[src/rtl/fhs_consts.svh]
// Purpose: Offsets, field positions, reset values and timing counts
// Assumes: 250 MHz sys_clk
// Notes:   Included by the status and rate-select block
`ifndef FHS_CONSTS_SVH
`define FHS_CONSTS_SVH
// ****************************************
// Register map
// ****************************************
`define FHS_OFS_STATUS_RATE 4'h4
`define FHS_RATE_RESET      8'h02
`define FHS_STATUS_ZERO     8'h00
// ****************************************
// Rate-select fields
// ****************************************
`define FHS_RS_SWRST        7
`define FHS_RS_FPD          6
`define FHS_RS_OSCILLATOR_POWERDOWN        5
`define FHS_RS_PRE_HI       4
`define FHS_RS_PRE_LO       2
`define FHS_RS_RATE_HI      1
`define FHS_RS_RATE_LO      0
`define FHS_WRITE_FIELD_A_DEFAULT 3'h0
// ****************************************
// Timing
// ****************************************
`define FHS_CLK_PERIOD_PS   4000
`define FHS_INIT_MAX_PS     2500000
`define FHS_INIT_CYCLES     (`FHS_INIT_MAX_PS / `FHS_CLK_PERIOD_PS)
`define FHS_BIT_500K        10'h1F4
`define FHS_BIT_300K        10'h341
`define FHS_BIT_250K        10'h3E8
`define FHS_BIT_1M          10'h0FA
`endif

[src/rtl/fhs_pkg.sv]
// Purpose: Types shared by the status and rate-select block
// Assumes: Nothing
// Notes:   Controller events travel as one packed struct
package fhs_pkg;
  typedef enum logic [4:0] {
    FHS_INIT = 5'h01,
    FHS_IDLE = 5'h02,
    FHS_CMD  = 5'h04,
    FHS_EXEC = 5'h08,
    FHS_RES  = 5'h10
  } fhs_phase_t;

  typedef struct packed {
    logic fifo_xfer;
    logic byte_ready;
    logic cmd_done;
    logic no_result;
    logic seek_cmd;
    logic cmd_drive;
    logic exec_done;
    logic exec_read;
    logic result_last;
    logic sense_first;
    logic sense_drive;
    logic polled_execution_flag;
    logic irq;
    logic dor_reset;
    logic restore_wr;
    logic restore_oscillator_powerdown;
  } fhs_ctl_t;
endpackage

[src/rtl/fhs_status_rate.sv]
// Purpose: Main status and data-rate select logic at one shared I/O offset
// Assumes: Host strobes and controller events synchronous to sys_clk
// Notes:   FIFO and command engine live outside; they report events here
// Notes on behaviour
// - Status reads zero until oscillator settles and internal state initialises.
// - After any reset status shows 80h within 2.5 us.
// - DMA execution, or DMA result waiting, shows request and busy only.
// - Non-DMA wait for host to read result bytes shows request, direction and busy.
// - Request bit clears after each byte, sets when next byte possible.
// - Non-DMA execution request bit follows the interrupt line.
// - Direction bit one means host reads, zero means host writes.
// - Non-DMA execution sets bit 5 throughout execution.
// - Busy sets on first command byte, clears on last result byte.
// - Commands without results clear busy after last command byte.
// - Bits 3 and 2 read zero in a two-drive system.
// - Drive 1 seek bit sets on seek issue, clears on sense read.
// - Drive 0 seek bit sets on seek issue, clears on sense read.
// - Write-only rate select shares the offset and resets to 02h.
// - Data rate rescales drive control timing.
// - Oscillator powerdown bit stops oscillator; clear keeps it running.
// - Hardware reset clears oscillator powerdown; software resets leave it.
// - Oscillator powerdown never gates the crystal clock input.
// - Save reports oscillator powerdown; restore never sets it to one.
// - Rate and precompensation fields survive software resets.
// - Rate-select bit 7 is a self-clearing software reset.
// - Rate-select bit 6 resets and powers down the module until reset.
// - Bits 4 to 2 select precompensation, 000 the default.
`timescale 1ns/1ps
`include "fhs_consts.svh"

module fhs_status_rate #(
  parameter int INIT_CYCLES = `FHS_INIT_CYCLES
) (
  // Clock and reset
  input  wire logic           sys_clk,
  input  wire logic           reset_n,
  // Host I/O port
  input  wire logic [3:0]     io_addr,
  input  wire logic           io_rd,
  input  wire logic           io_wr,
  input  wire logic [7:0]     io_wdata,
  output logic      [7:0]     io_rdata,
  // Controller events
  input  wire fhs_pkg::fhs_ctl_t ctl,
  // Status and settings out
  output logic      [7:0]     main_status_reg,
  output logic      [1:0]     data_rate_field,
  output logic      [2:0]     write_field_a,
  output logic                oscillator_powerdown,
  output logic                osc_enable,
  output logic                direct_powerdown,
  output logic                module_soft_reset,
  output logic                rate_tick
);

  // ****************************************
  // Host decode and reset sources
  // ****************************************
  logic sel;
  logic wr_hit;
  logic soft_rst;
  assign sel    = (io_addr == `FHS_OFS_STATUS_RATE);
  assign wr_hit = sel && io_wr;
  assign soft_rst = ctl.dor_reset || (wr_hit && io_wdata[`FHS_RS_SWRST]);

  function automatic logic [9:0] bit_cycles(input logic [1:0] rate);
    unique case (rate)
      2'h0: bit_cycles = `FHS_BIT_500K;
      2'h1: bit_cycles = `FHS_BIT_300K;
      2'h2: bit_cycles = `FHS_BIT_250K;
      2'h3: bit_cycles = `FHS_BIT_1M;
    endcase
  endfunction

  // ****************************************
  // Rate-select register
  // ****************************************
  logic [1:0] rate_r;
  logic [1:0] rate_nxt;
  logic [2:0] pre_r;
  logic [2:0] pre_nxt;
  logic       oscillator_powerdown_r;
  logic       oscillator_powerdown_nxt;
  logic       fpd_r;
  logic       fpd_nxt;
  logic       srst_r;
  logic       srst_nxt;
  localparam logic [7:0] RATE_RST = `FHS_RATE_RESET;

  always_comb begin
    rate_nxt  = rate_r;
    pre_nxt   = pre_r;
    oscillator_powerdown_nxt = oscillator_powerdown_r;
    fpd_nxt   = fpd_r;
    srst_nxt  = soft_rst;
    if (soft_rst) begin
      fpd_nxt = 1'b0;
    end
    if (wr_hit) begin
      rate_nxt  = io_wdata[`FHS_RS_RATE_HI:`FHS_RS_RATE_LO];
      pre_nxt   = io_wdata[`FHS_RS_PRE_HI:`FHS_RS_PRE_LO];
      oscillator_powerdown_nxt = io_wdata[`FHS_RS_OSCILLATOR_POWERDOWN];
      if (io_wdata[`FHS_RS_FPD]) begin
        fpd_nxt = 1'b1;
      end
    end else if (ctl.restore_wr && !ctl.restore_oscillator_powerdown) begin
      oscillator_powerdown_nxt = 1'b0;
    end
  end

  always_ff @(posedge sys_clk or negedge reset_n) begin
    if (!reset_n) begin
      rate_r  <= RATE_RST[`FHS_RS_RATE_HI:`FHS_RS_RATE_LO];
      pre_r   <= `FHS_WRITE_FIELD_A_DEFAULT;
      oscillator_powerdown_r <= 1'b0;
      fpd_r   <= 1'b0;
      srst_r  <= 1'b0;
    end else begin
      rate_r  <= rate_nxt;
      pre_r   <= pre_nxt;
      oscillator_powerdown_r <= oscillator_powerdown_nxt;
      fpd_r   <= fpd_nxt;
      srst_r  <= srst_nxt;
    end
  end

  assign data_rate_field      = rate_r;
  assign write_field_a        = pre_r;
  assign oscillator_powerdown = oscillator_powerdown_r;
  assign osc_enable           = !oscillator_powerdown_r;
  assign direct_powerdown     = fpd_r;
  assign module_soft_reset    = srst_r;

  // ****************************************
  // Drive timing tick scaled by data rate
  // ****************************************
  logic [9:0] tick_cnt_r;
  logic [9:0] tick_cnt_nxt;
  logic       tick_r;
  logic       tick_nxt;

  always_comb begin
    tick_nxt = 1'b0;
    if (tick_cnt_r + 10'h001 >= bit_cycles(rate_r)) begin
      tick_cnt_nxt = 10'h000;
      tick_nxt     = 1'b1;
    end else begin
      tick_cnt_nxt = tick_cnt_r + 10'h001;
    end
  end

  always_ff @(posedge sys_clk or negedge reset_n) begin
    if (!reset_n) begin
      tick_cnt_r <= 10'h000;
      tick_r     <= 1'b0;
    end else begin
      tick_cnt_r <= tick_cnt_nxt;
      tick_r     <= tick_nxt;
    end
  end

  assign rate_tick = tick_r;

  // ****************************************
  // Command phase tracking
  // ****************************************
  fhs_pkg::fhs_phase_t ph_r;
  fhs_pkg::fhs_phase_t ph_nxt;
  logic [15:0] init_r;
  logic [15:0] init_nxt;
  logic        rqm_r;
  logic        rqm_nxt;
  logic [1:0]  seek_r;
  logic [1:0]  seek_nxt;
  logic [7:0]  stat_nxt;

  always_comb begin
    ph_nxt   = ph_r;
    init_nxt = init_r;
    rqm_nxt  = rqm_r;
    seek_nxt = seek_r;
    if (ctl.fifo_xfer) begin
      rqm_nxt = 1'b0;
    end
    if (ctl.byte_ready) begin
      rqm_nxt = 1'b1;
    end
    if (ctl.sense_first) begin
      seek_nxt[ctl.sense_drive] = 1'b0;
    end
    unique case (ph_r)
      fhs_pkg::FHS_INIT: begin
        rqm_nxt = 1'b1;
        if (!fpd_r) begin
          if (init_r + 16'h0001 >= 16'(INIT_CYCLES)) begin
            ph_nxt = fhs_pkg::FHS_IDLE;
          end else begin
            init_nxt = init_r + 16'h0001;
          end
        end
      end
      fhs_pkg::FHS_IDLE, fhs_pkg::FHS_CMD: begin
        if (ph_r == fhs_pkg::FHS_IDLE && ctl.fifo_xfer) begin
          ph_nxt = fhs_pkg::FHS_CMD;
        end
        if (ctl.cmd_done) begin
          if (ctl.seek_cmd) begin
            seek_nxt[ctl.cmd_drive] = 1'b1;
          end
          ph_nxt  = ctl.no_result ? fhs_pkg::FHS_IDLE : fhs_pkg::FHS_EXEC;
          rqm_nxt = ctl.no_result;
        end
      end
      fhs_pkg::FHS_EXEC: begin
        if (ctl.exec_done) begin
          ph_nxt = fhs_pkg::FHS_RES;
        end
      end
      fhs_pkg::FHS_RES: begin
        if (ctl.result_last) begin
          ph_nxt  = fhs_pkg::FHS_IDLE;
          rqm_nxt = 1'b1;
        end
      end
      default: begin
        ph_nxt = fhs_pkg::FHS_INIT;
      end
    endcase
    if (soft_rst || fpd_nxt) begin
      ph_nxt   = fhs_pkg::FHS_INIT;
      init_nxt = 16'h0000;
      seek_nxt = 2'h0;
    end
    // Status image
    stat_nxt = `FHS_STATUS_ZERO;
    unique case (ph_nxt)
      fhs_pkg::FHS_INIT: stat_nxt = `FHS_STATUS_ZERO;
      fhs_pkg::FHS_IDLE: stat_nxt = {rqm_nxt, 5'h00, seek_nxt};
      fhs_pkg::FHS_CMD:  stat_nxt = {rqm_nxt, 3'h1, 2'h0, seek_nxt};
      fhs_pkg::FHS_EXEC: begin
        if (ctl.polled_execution_flag) begin
          stat_nxt = {ctl.irq, ctl.exec_read, 2'h3, 2'h0, seek_nxt};
        end else begin
          stat_nxt = {1'b1, 3'h1, 2'h0, seek_nxt};
        end
      end
      fhs_pkg::FHS_RES: stat_nxt = {rqm_nxt, ctl.polled_execution_flag, 2'h1, 2'h0, seek_nxt};
      default: stat_nxt = `FHS_STATUS_ZERO;
    endcase
  end

  always_ff @(posedge sys_clk or negedge reset_n) begin
    if (!reset_n) begin
      ph_r            <= fhs_pkg::FHS_INIT;
      init_r          <= 16'h0000;
      rqm_r           <= 1'b1;
      seek_r          <= 2'h0;
      main_status_reg <= `FHS_STATUS_ZERO;
    end else begin
      ph_r            <= ph_nxt;
      init_r          <= init_nxt;
      rqm_r           <= rqm_nxt;
      seek_r          <= seek_nxt;
      main_status_reg <= stat_nxt;
    end
  end

  assign io_rdata = (sel && io_rd) ? main_status_reg : `FHS_STATUS_ZERO;

  // ****************************************
  // Checks
  // ****************************************
  logic [15:0] zero_run_r;
  always_ff @(posedge sys_clk or negedge reset_n) begin
    if (!reset_n) begin
      zero_run_r <= 16'h0000;
    end else if (ph_r == fhs_pkg::FHS_INIT && !fpd_r && !soft_rst) begin
      zero_run_r <= zero_run_r + 16'h0001;
    end else begin
      zero_run_r <= 16'h0000;
    end
  end

  init_bound_a: assert property (@(posedge sys_clk) disable iff (!reset_n)
    zero_run_r <= 16'(INIT_CYCLES)) else $error("status stuck at zero too long");
  init_zero_a: assert property (@(posedge sys_clk) disable iff (!reset_n)
    ph_r == fhs_pkg::FHS_INIT |-> main_status_reg == `FHS_STATUS_ZERO)
    else $error("status not zero while initialising");
  idle_ready_a: assert property (@(posedge sys_clk) disable iff (!reset_n)
    ph_r == fhs_pkg::FHS_IDLE && seek_r == 2'h0 |-> main_status_reg == 8'h80)
    else $error("idle status not 80h");
  reserved_zero_a: assert property (@(posedge sys_clk) disable iff (!reset_n)
    main_status_reg[3:2] == 2'h0) else $error("status bits 3:2 not zero");
  xfer_clear_a: assert property (@(posedge sys_clk) disable iff (!reset_n)
    ctl.fifo_xfer && !ctl.byte_ready && ph_r == fhs_pkg::FHS_CMD && !soft_rst
    && !ctl.cmd_done |=> !main_status_reg[7]) else $error("request bit not cleared");
  swrst_pulse_a: assert property (@(posedge sys_clk) disable iff (!reset_n)
    wr_hit && io_wdata[`FHS_RS_SWRST] |=> module_soft_reset ##1 !module_soft_reset || soft_rst)
    else $error("soft reset not self clearing");
  keep_rate_a: assert property (@(posedge sys_clk) disable iff (!reset_n)
    ctl.dor_reset && !wr_hit |=> $stable(data_rate_field) && $stable(write_field_a)
    && $stable(oscillator_powerdown)) else $error("soft reset disturbed settings");
  fpd_hold_a: assert property (@(posedge sys_clk) disable iff (!reset_n)
    wr_hit && io_wdata[`FHS_RS_FPD] |=> direct_powerdown ##1 main_status_reg == 8'h00)
    else $error("direct powerdown not entered");
  restore_a: assert property (@(posedge sys_clk) disable iff (!reset_n)
    !oscillator_powerdown && !wr_hit |=> !oscillator_powerdown)
    else $error("oscillator powerdown set without host write");
  busy_cmd_a: assert property (@(posedge sys_clk) disable iff (!reset_n)
    ph_r == fhs_pkg::FHS_CMD |-> main_status_reg[4] && !main_status_reg[6])
    else $error("command phase status wrong");

endmodule

[config.mk]
export PLATFORM = sky130hd
export DESIGN_NAME = fhs_status_rate
export DESIGN_NICKNAME = d
export VERILOG_FILES = /design/src/rtl/fhs_pkg.sv /design/src/rtl/fhs_status_rate.sv
export VERILOG_INCLUDE_DIRS = /design/src /design/src/rtl
export SDC_FILE = /design/constraint.sdc
export NUM_CORES = 1
export LEC_CHECK = 0
export BUFFER_PORTS_ARGS = -buffer_cell sky130_fd_sc_hd__buf_2
export CORE_MARGIN = 4
export CORE_UTILIZATION = 50
export CTS_BUF_LIST = sky130_fd_sc_hd__clkbuf_16
export DETAILED_ROUTE_END_ITERATION = 10
export GPL_ROUTABILITY_DRIVEN = 0
export PLACE_DENSITY_LB_ADDON = 0.08
export SLEW_MARGIN = 20
export SYNTH_ARGS = -nofsm -noshare
export SYNTH_HDL_FRONTEND = slang
export SYNTH_SLANG_ARGS = --single-unit
[constraint.sdc]
create_clock -name sys_clk -period 3.5 [get_ports sys_clk]
set_clock_uncertainty 0.15 [all_clocks]
set_input_delay 0.175 -clock sys_clk [delete_from_list [all_inputs] [get_ports sys_clk]]
set_output_delay 0.175 -clock sys_clk [all_outputs]
set_load 0.01 [all_outputs]
==> results.md, run 1 <==
* Status: finished clean
* CTS Sinks at 49
* Port Buffers at 53
* Worst Max-Slew Pin Slew at 766.0 ps
* Clk pwr share at 40.4%
* Pin count of the biggest net entering global routing at 28
* Post-synthesis sequential area ratio at 39.18%
* Synth unique cells at 55
* Fin crit share at 80.17%
* Asr flop ratio synth at 100.0%
* Area contributors post-synth: dfrtp_1 37%, ha_1 6.8%, nand2_1 4.4%
* Clock root buffer: clkbuf_16
* Hold WC Path Type: in -> reg
* Die ar. at 7610 um2
* Main synth FF type: dfrtp_1
* Die H at 87.24 um
* Area grow syn2layout at 18.69%
* Slew Viols, Final at 0
* Final setup fails at 0
* DRC violations left at 0
* Worst EP required at 3540 ps
* Initial cell density of the core at 52.40%
* Routed WL at 7355 um
* Io pins at 58
* Register bit total from synthesis at 49
* Crit path arrival time at 2850 ps
* Post-DP HPWL at 5521 um
* Max clock buf depth at 2
* Yosys warns at 0
* Synth top area share at 36.67%
* # diodes at 0
* IR drop worst, VDD at 217.7 uV
* Post-CTS setup buffers at 0
* CP max FO at 11
* Internal power at 1.010 mW
* Final min period at 2806 ps
* TNS Setup at 0 ps
* Number of synthesized flops with an enable pin at 0
* Slowest cell on the critical path: a221o_1
* # Max-Cap Violations at 0
* Worst-Skew Late Latency at 290 ps
* DRT Pass-1 Iters at 4
* Final #Nets at 455
* # rows at 28
* CTS tree: built
* Max_slew headroom at 48.59%
* DRT antenna net count at 0
* CP Cell Sequence: nand3_1, nor4_1, xnor2_1, inv_1, ha_1, o21a_1, o21ai_0, nor2_1, a221o_1, a211oi_1
* Syn avg cell area at 9.073 um2
* Post-synth top area cell: dfrtp_1
* First-pass GRT wire length at 12520 um
* Leak at 1.850 nW
* Reg power frac at 44.1%
* Htree depth at 2
* Sw Ratio at 26.01%
* Core ar. at 5991 um2
* FMAX at 356.4 MHz
* Comb power frac at 15.5%
* Clock Pin Slew Worst Setup and Hold Paths at 70 ps
* Worst Setup Start Kind: flip-flop
* Number of buffers created by CTS at 5
* Share of cells above drive strength 1 at 19.41%
* Cell area after synthesis at 3139 um2
* Final core utilization at 62.20%
* Critical Path End Type: flip-flop
* Max stage delay on crit path at 460 ps
* Largest register FFs at 16
* R2R Setup Slk at 690 ps
* Setup Crit Path Kind: reg -> reg
* Final hold violation count at 0
* Unrepaired setup endpoints after global routing: false
* Grt ovf at 0
* Switch Pwr at 0.3552 mW
* Routed wire per std cell at 15.26 um
* Mean number of vias per cell at 5.527
* PwrDens at 366.4 nW/um2
* Via count at 2664
* GRT Util Overall at 20.76%
* Initial antenna violation count at 0
* Synthesized instance count at 346
* Vias in the first global route at 2678
* Die width at 87.24 um
* Initial DRC count at 148
area by class of cell:
class / instances / area [um2]
clock inverters: 3 / 42.54
multi-input cells: 254 / 1730
fillers: 510 / 2265
flip-flops and latches: 49 / 1230
repair buffers: 67 / 395.4
well taps: 75 / 93.84
clock buffers: 5 / 125.1
inverters: 29 / 108.9
cells in the final DEF (no fill, tap or decap), types with 10 or more instances in the layout:
master | netlist | layout
nand2b_1 | 10 | 10
nor2_1 | 19 | 19
inv_1 | 29 | 30
ha_1 | 17 | 17
a21oi_1 | 11 | 11
mux2i_1 | 12 | 12
nand2_1 | 37 | 37
and3_1 | 10 | 10
o21ai_0 | 12 | 12
dlygate4sd3_1 | 0 | 10
dfrtp_1 | 46 | 46
a211oi_1 | 13 | 13
buf_2 | 2 | 53
nand3_1 | 10 | 10
cells in the mapped netlist (10+ instances only):
master,instances
nand2_1,37
mux2i_1,12
ha_1,17
inv_1,29
and3_1,10
a21oi_1,11
o21ai_0,12
a211oi_1,13
dfrtp_1,46
nand3_1,10
clkbuf_1,11
nor2_1,19
nand2b_1,10
path summary, 6_finish.rpt:
kind,from,end,cells past startpoint
worst min register to register,write_field_a[2]$_DFFE_PN0P_,write_field_a[2]$_DFFE_PN0P_,2
worst max-delay path,tick_cnt_r[5]$_DFF_PN0_,tick_cnt_r[4]$_DFF_PN0_,10
max in group asynchronous,reset_n,ph_r[0]$_DFF_PN1_,3
min in group asynchronous,reset_n,tick_cnt_r[7]$_DFF_PN0_,2
worst min-delay path,ctl[4],main_status_reg[5]$_DFF_PN0_,2
worst max register to register,tick_cnt_r[5]$_DFF_PN0_,tick_cnt_r[4]$_DFF_PN0_,10
cell families after synthesis:
logic type | count (synthesis) | share of synthesized area, %
flops | 49 | 39.18
buf+inv | 46 | 6.058
mux | 13 | 4.185
simple gates | 143 | 25.67
fa+ha+maj | 17 | 6.775
other cells | 1 | 0.1195
xor+xnor | 13 | 3.627
compound gates | 64 | 14.39
through the flow:
stage	instances	hold WS [ps]	setup slack (ps)	area (um2)	total power [mW]
2_1_floorplan	349	-270.6	921.4	3151	0.7384
3_3_place_gp	464	81.14	818.1	3458	0.8121
3_5_place_dp	464	86.18	765.9	3458	0.8168
4_1_cts	482	1.272	711.5	3726	1.380
5_1_grt	482	9.517	498.7	3726	1.441
6_report	482	1.947	694.2	3726	1.365
power groups by stage:
stage          Sequential (mW)  Clock, mW  Combinational, mW
5_1_grt                  0.604      0.592              0.245
4_1_cts                  0.602      0.563              0.215
6_report                 0.602      0.552              0.212
2_1_floorplan            0.617          0              0.121
3_5_place_dp             0.612          0              0.204
3_3_place_gp             0.611          0              0.201
critical path, delay by kind of cell, from the launching register on:
family	cells	cell delay, ps
buf+inv	1	80
compound gates	4	1000
simple gates	3	530
xor+xnor	1	220
fa+ha+maj	1	330
flops	1	400
timing repair:
item | in CTS | in global routing
hold buffers | 10 | 0
gates resized for setup | 0 | 0
hold endpoints to repair | 33 | 0
layer usage:
layer  global-route usage (%)  vias to the layer above  routed length, um
met5                        0                        -                  0
met4                    5.858                        0                107
met3                    3.690                       11                393
met2                    35.33                       72               3520
met1                    27.09                     1245               3334
li1                         -                     1336                  -
Note: power is estimated with default switching activity, not from simulation.
==> inputs of run 2 (changes only) <==
ABC_AREA = 1   (was unset)
clock period = 2.4 ns   (was 3.5 ns; I/O delays follow)
==> results.md, run 2 <==
* Synth unique cells at 31
* Clock root buffer: clkbuf_16
* Final setup fails at 10
* Internal power at 1.371 mW
* DRT antenna net count at 0
* Fin crit share at 102.5%
* Register bit total from synthesis at 49
* FMAX at 406.5 MHz
* Commonest cells after routing, fill and taps aside: 83 x nand2_1, 67 x inv_1, 53 x buf_2
* Core ar. at 5642 um2
* Worst EP required at 2460 ps
* Placement Cell Area at 3402 um2
* Die width at 85.32 um
* Routed wire per std cell at 12.35 um
* Grt met1 use at 23.67%
* Sequential cell area at 1231 um2
* Port Buffers at 53
* Initial antenna violation count at 0
* Slowest cell on the critical path: dfrtp_1
* CP Cell Sequence: and3_1, xor2_1, inv_1, ha_1, a21oi_2, o21ai_1, a21oi_1, o21bai_1, a21oi_2, o21bai_4, buf_4, nor3_2
* Setup crit start: tick_cnt_r[0]$_DFF_PN0_
* Failing checks: negative setup slack
* Sw Ratio at 26.04%
* Pin count of the biggest net entering global routing at 31
* Synth top area share at 38.51%
* CTS Sinks at 49
* Max_slew headroom at 55.09%
* Filler instances at 439
* Die H at 85.32 um
* DRC violations left at 0
* First-pass GRT wire length at 11410 um
* PwrDens at 470.0 nW/um2
* IR drop worst, VDD at 280.1 uV
* Total power at 1.854 mW
* Most common cell in the netlist: nand2_1
* Number of synthesized flops with an enable pin at 0
* Status: finished, violations left
* Min-delay src: ctl[5]
* TNS Setup at -453.9 ps
* Layout Cells excl Fill at 564
* CP most frequent cell: a21oi_2
* Clock Pin Slew Worst Setup and Hold Paths at 60 ps
* Mean number of vias per cell at 4.835
* Reg power frac at 47.3%
* Slew Viols, Final at 0
* Most common cell after layout, fill and taps aside: nand2_1
* Area contributors post-synth: dfrtp_1 39%, nand2_1 11%, inv_1 8.9%
* Asr flop ratio synth at 100.0%
* Initial DRC count at 157
* Cell area after synthesis at 2989 um2
* Unrepaired setup endpoints after global routing: true
* Grt ovf at 0
* # rows at 27
* Final hold violation count at 0
* Dpl cells at 533
* Fin area at 3945 um2
* R2R Setup Slk at -60 ps
* Met3 Use GR at 3.981%
* Syn avg cell area at 7.492 um2
* Main synth FF type: dfrtp_1
* Leak at 2.067 nW
* Post-synth top area cell: dfrtp_1
* Post-synthesis mux area share at 0%
* Final #Nets at 541
* DRT Pass-1 Iters at 4
* Main combinational cell family by area after synthesis: simple AND/OR/NAND/NOR gates
* Post-DP HPWL at 4799 um
* GRT Util Overall at 19.18%
* Critical Path End Type: flip-flop
* Max clock buf depth at 2
* Final core utilization at 69.93%
* Synth Area in XOR/XNOR at 2.051%
* Hold WC Path Type: in -> reg
* Worst Max-Slew Pin Slew at 673.7 ps
* Max stage delay on crit path at 410 ps
* Initial cell density of the core at 52.98%
* Simple-gate area share of the yosys netlist at 29.43%
* Top post-synthesis cells by count: 89 x nand2_1, 71 x inv_1, 55 x nor2_1
* Synthesized instance count at 399
* Htree depth at 2
* GRT met2 Usage at 33.33%
* # Max-Cap Violations at 0
* Crit path arrival time at 2520 ps
* Io pins at 58
* Largest register FFs at 16
* Multi-input gate area at 1645 um2
* Post-synthesis sequential area ratio at 41.15%
* Setup Crit Path Kind: reg -> reg
* CTS tree: built
* Share of cells above drive strength 1 at 30.08%
* Number of buffers created by CTS at 5
* Comb power frac at 17.6%
* Layer with the highest usage: met2
* Reg2reg start: tick_cnt_r[0]$_DFF_PN0_
* Worst Setup Start Kind: flip-flop
* CP max FO at 4
* Via count at 2727
* Final min period at 2460 ps
* Vias in the first global route at 2608
* Routed WL at 6967 um
* Die ar. at 7280 um2
* Yosys warns at 0
* # diodes at 0
* Setup ws final at -59.89 ps
* Worst-Skew Late Latency at 290 ps
* Switch Pwr at 0.4829 mW
* Post-Synth Adder-Cell Area at 7.116%
* Compound-Gate Fraction of Synth Area at 9.251%
* Area grow syn2layout at 31.98%
* Clk pwr share at 35.1%
[run 2: worst max-delay path, delay by kind of cell (launching register included)]
kind                     cells  cell delay (ps)
AO/OA/AOI/OAI                6              730
XOR/XNOR                     1              230
adder cells (fa/ha/maj)      1              310
buffers and inverters        2              230
flip-flops                   1              410
AND/OR/NAND/NOR              2              330
[run 2: path summary, 6_finish.rpt]
check / cells past startpoint / end
min in group asynchronous: 2 / tick_cnt_r[2]$_DFF_PN0_
setup reg to reg: 12 / tick_cnt_r[2]$_DFF_PN0_
hold / removal: 4 / seek_r[1]$_DFF_PN0_
setup / recovery: 12 / tick_cnt_r[2]$_DFF_PN0_
hold reg to reg: 2 / write_field_a[0]$_DFFE_PN0P_
max in group asynchronous: 3 / init_r[11]$_DFFE_PN0P_
[run 2: per-stage QoR]
stage,hold slack [ps],worst slack (ps)
final,12.99,-59.89
after global routing,30.85,-232.6
after CTS,9.991,-37.50
after detailed placement,49.07,-55.88
after global placement,46.65,25.73
after floorplan,-325.6,26.30
[run 2: cell type report]
cell class	instances	area share (%)
Timing Repair Buffer	89	14.46
Sequential cell	49	31.21
Clock buffer	5	3.172
Inverter	73	6.946
Multi-Input combinational cell	274	41.71
Clock inverter	2	0.2220
Tap cell	72	2.284
[run 2: power by group through the flow]
stage,Combinational (mW),Sequential [mW],Clock (mW)
2_1_floorplan,0.145,0.899,0
3_3_place_gp,0.261,0.886,0
3_5_place_dp,0.265,0.887,0
4_1_cts,0.284,0.873,0.674
5_1_grt,0.374,0.878,0.703
6_report,0.326,0.876,0.651
[run 2: metal layers]
layer  up-vias  part of all wire [%]
met3        12                   5.3
met5         -                     0
met4         0                   2.0
met1      1229                    44
met2        61                    49
li1       1425                     -
[run 2: cells by family (layout without fill, tap and decap cells)]
kind of cell / count (synthesis) / in the layout
other cells: 1 / 4
compound gates: 49 / 49
simple gates: 196 / 197
xor+xnor: 7 / 7
fa+ha+maj: 17 / 17
flops: 49 / 49
buf+inv: 80 / 169
[run 2: what timing repair did]
item | CTS | global route
gates resized for setup | 16 | 38
endpoints found under the hold margin | 34 | 0
gates cloned | 1 | 1
pin swaps | 9 | 23
setup endpoints to repair | 11 | 31
setup buffers | 2 | 9
hold buffers | 11 | 0
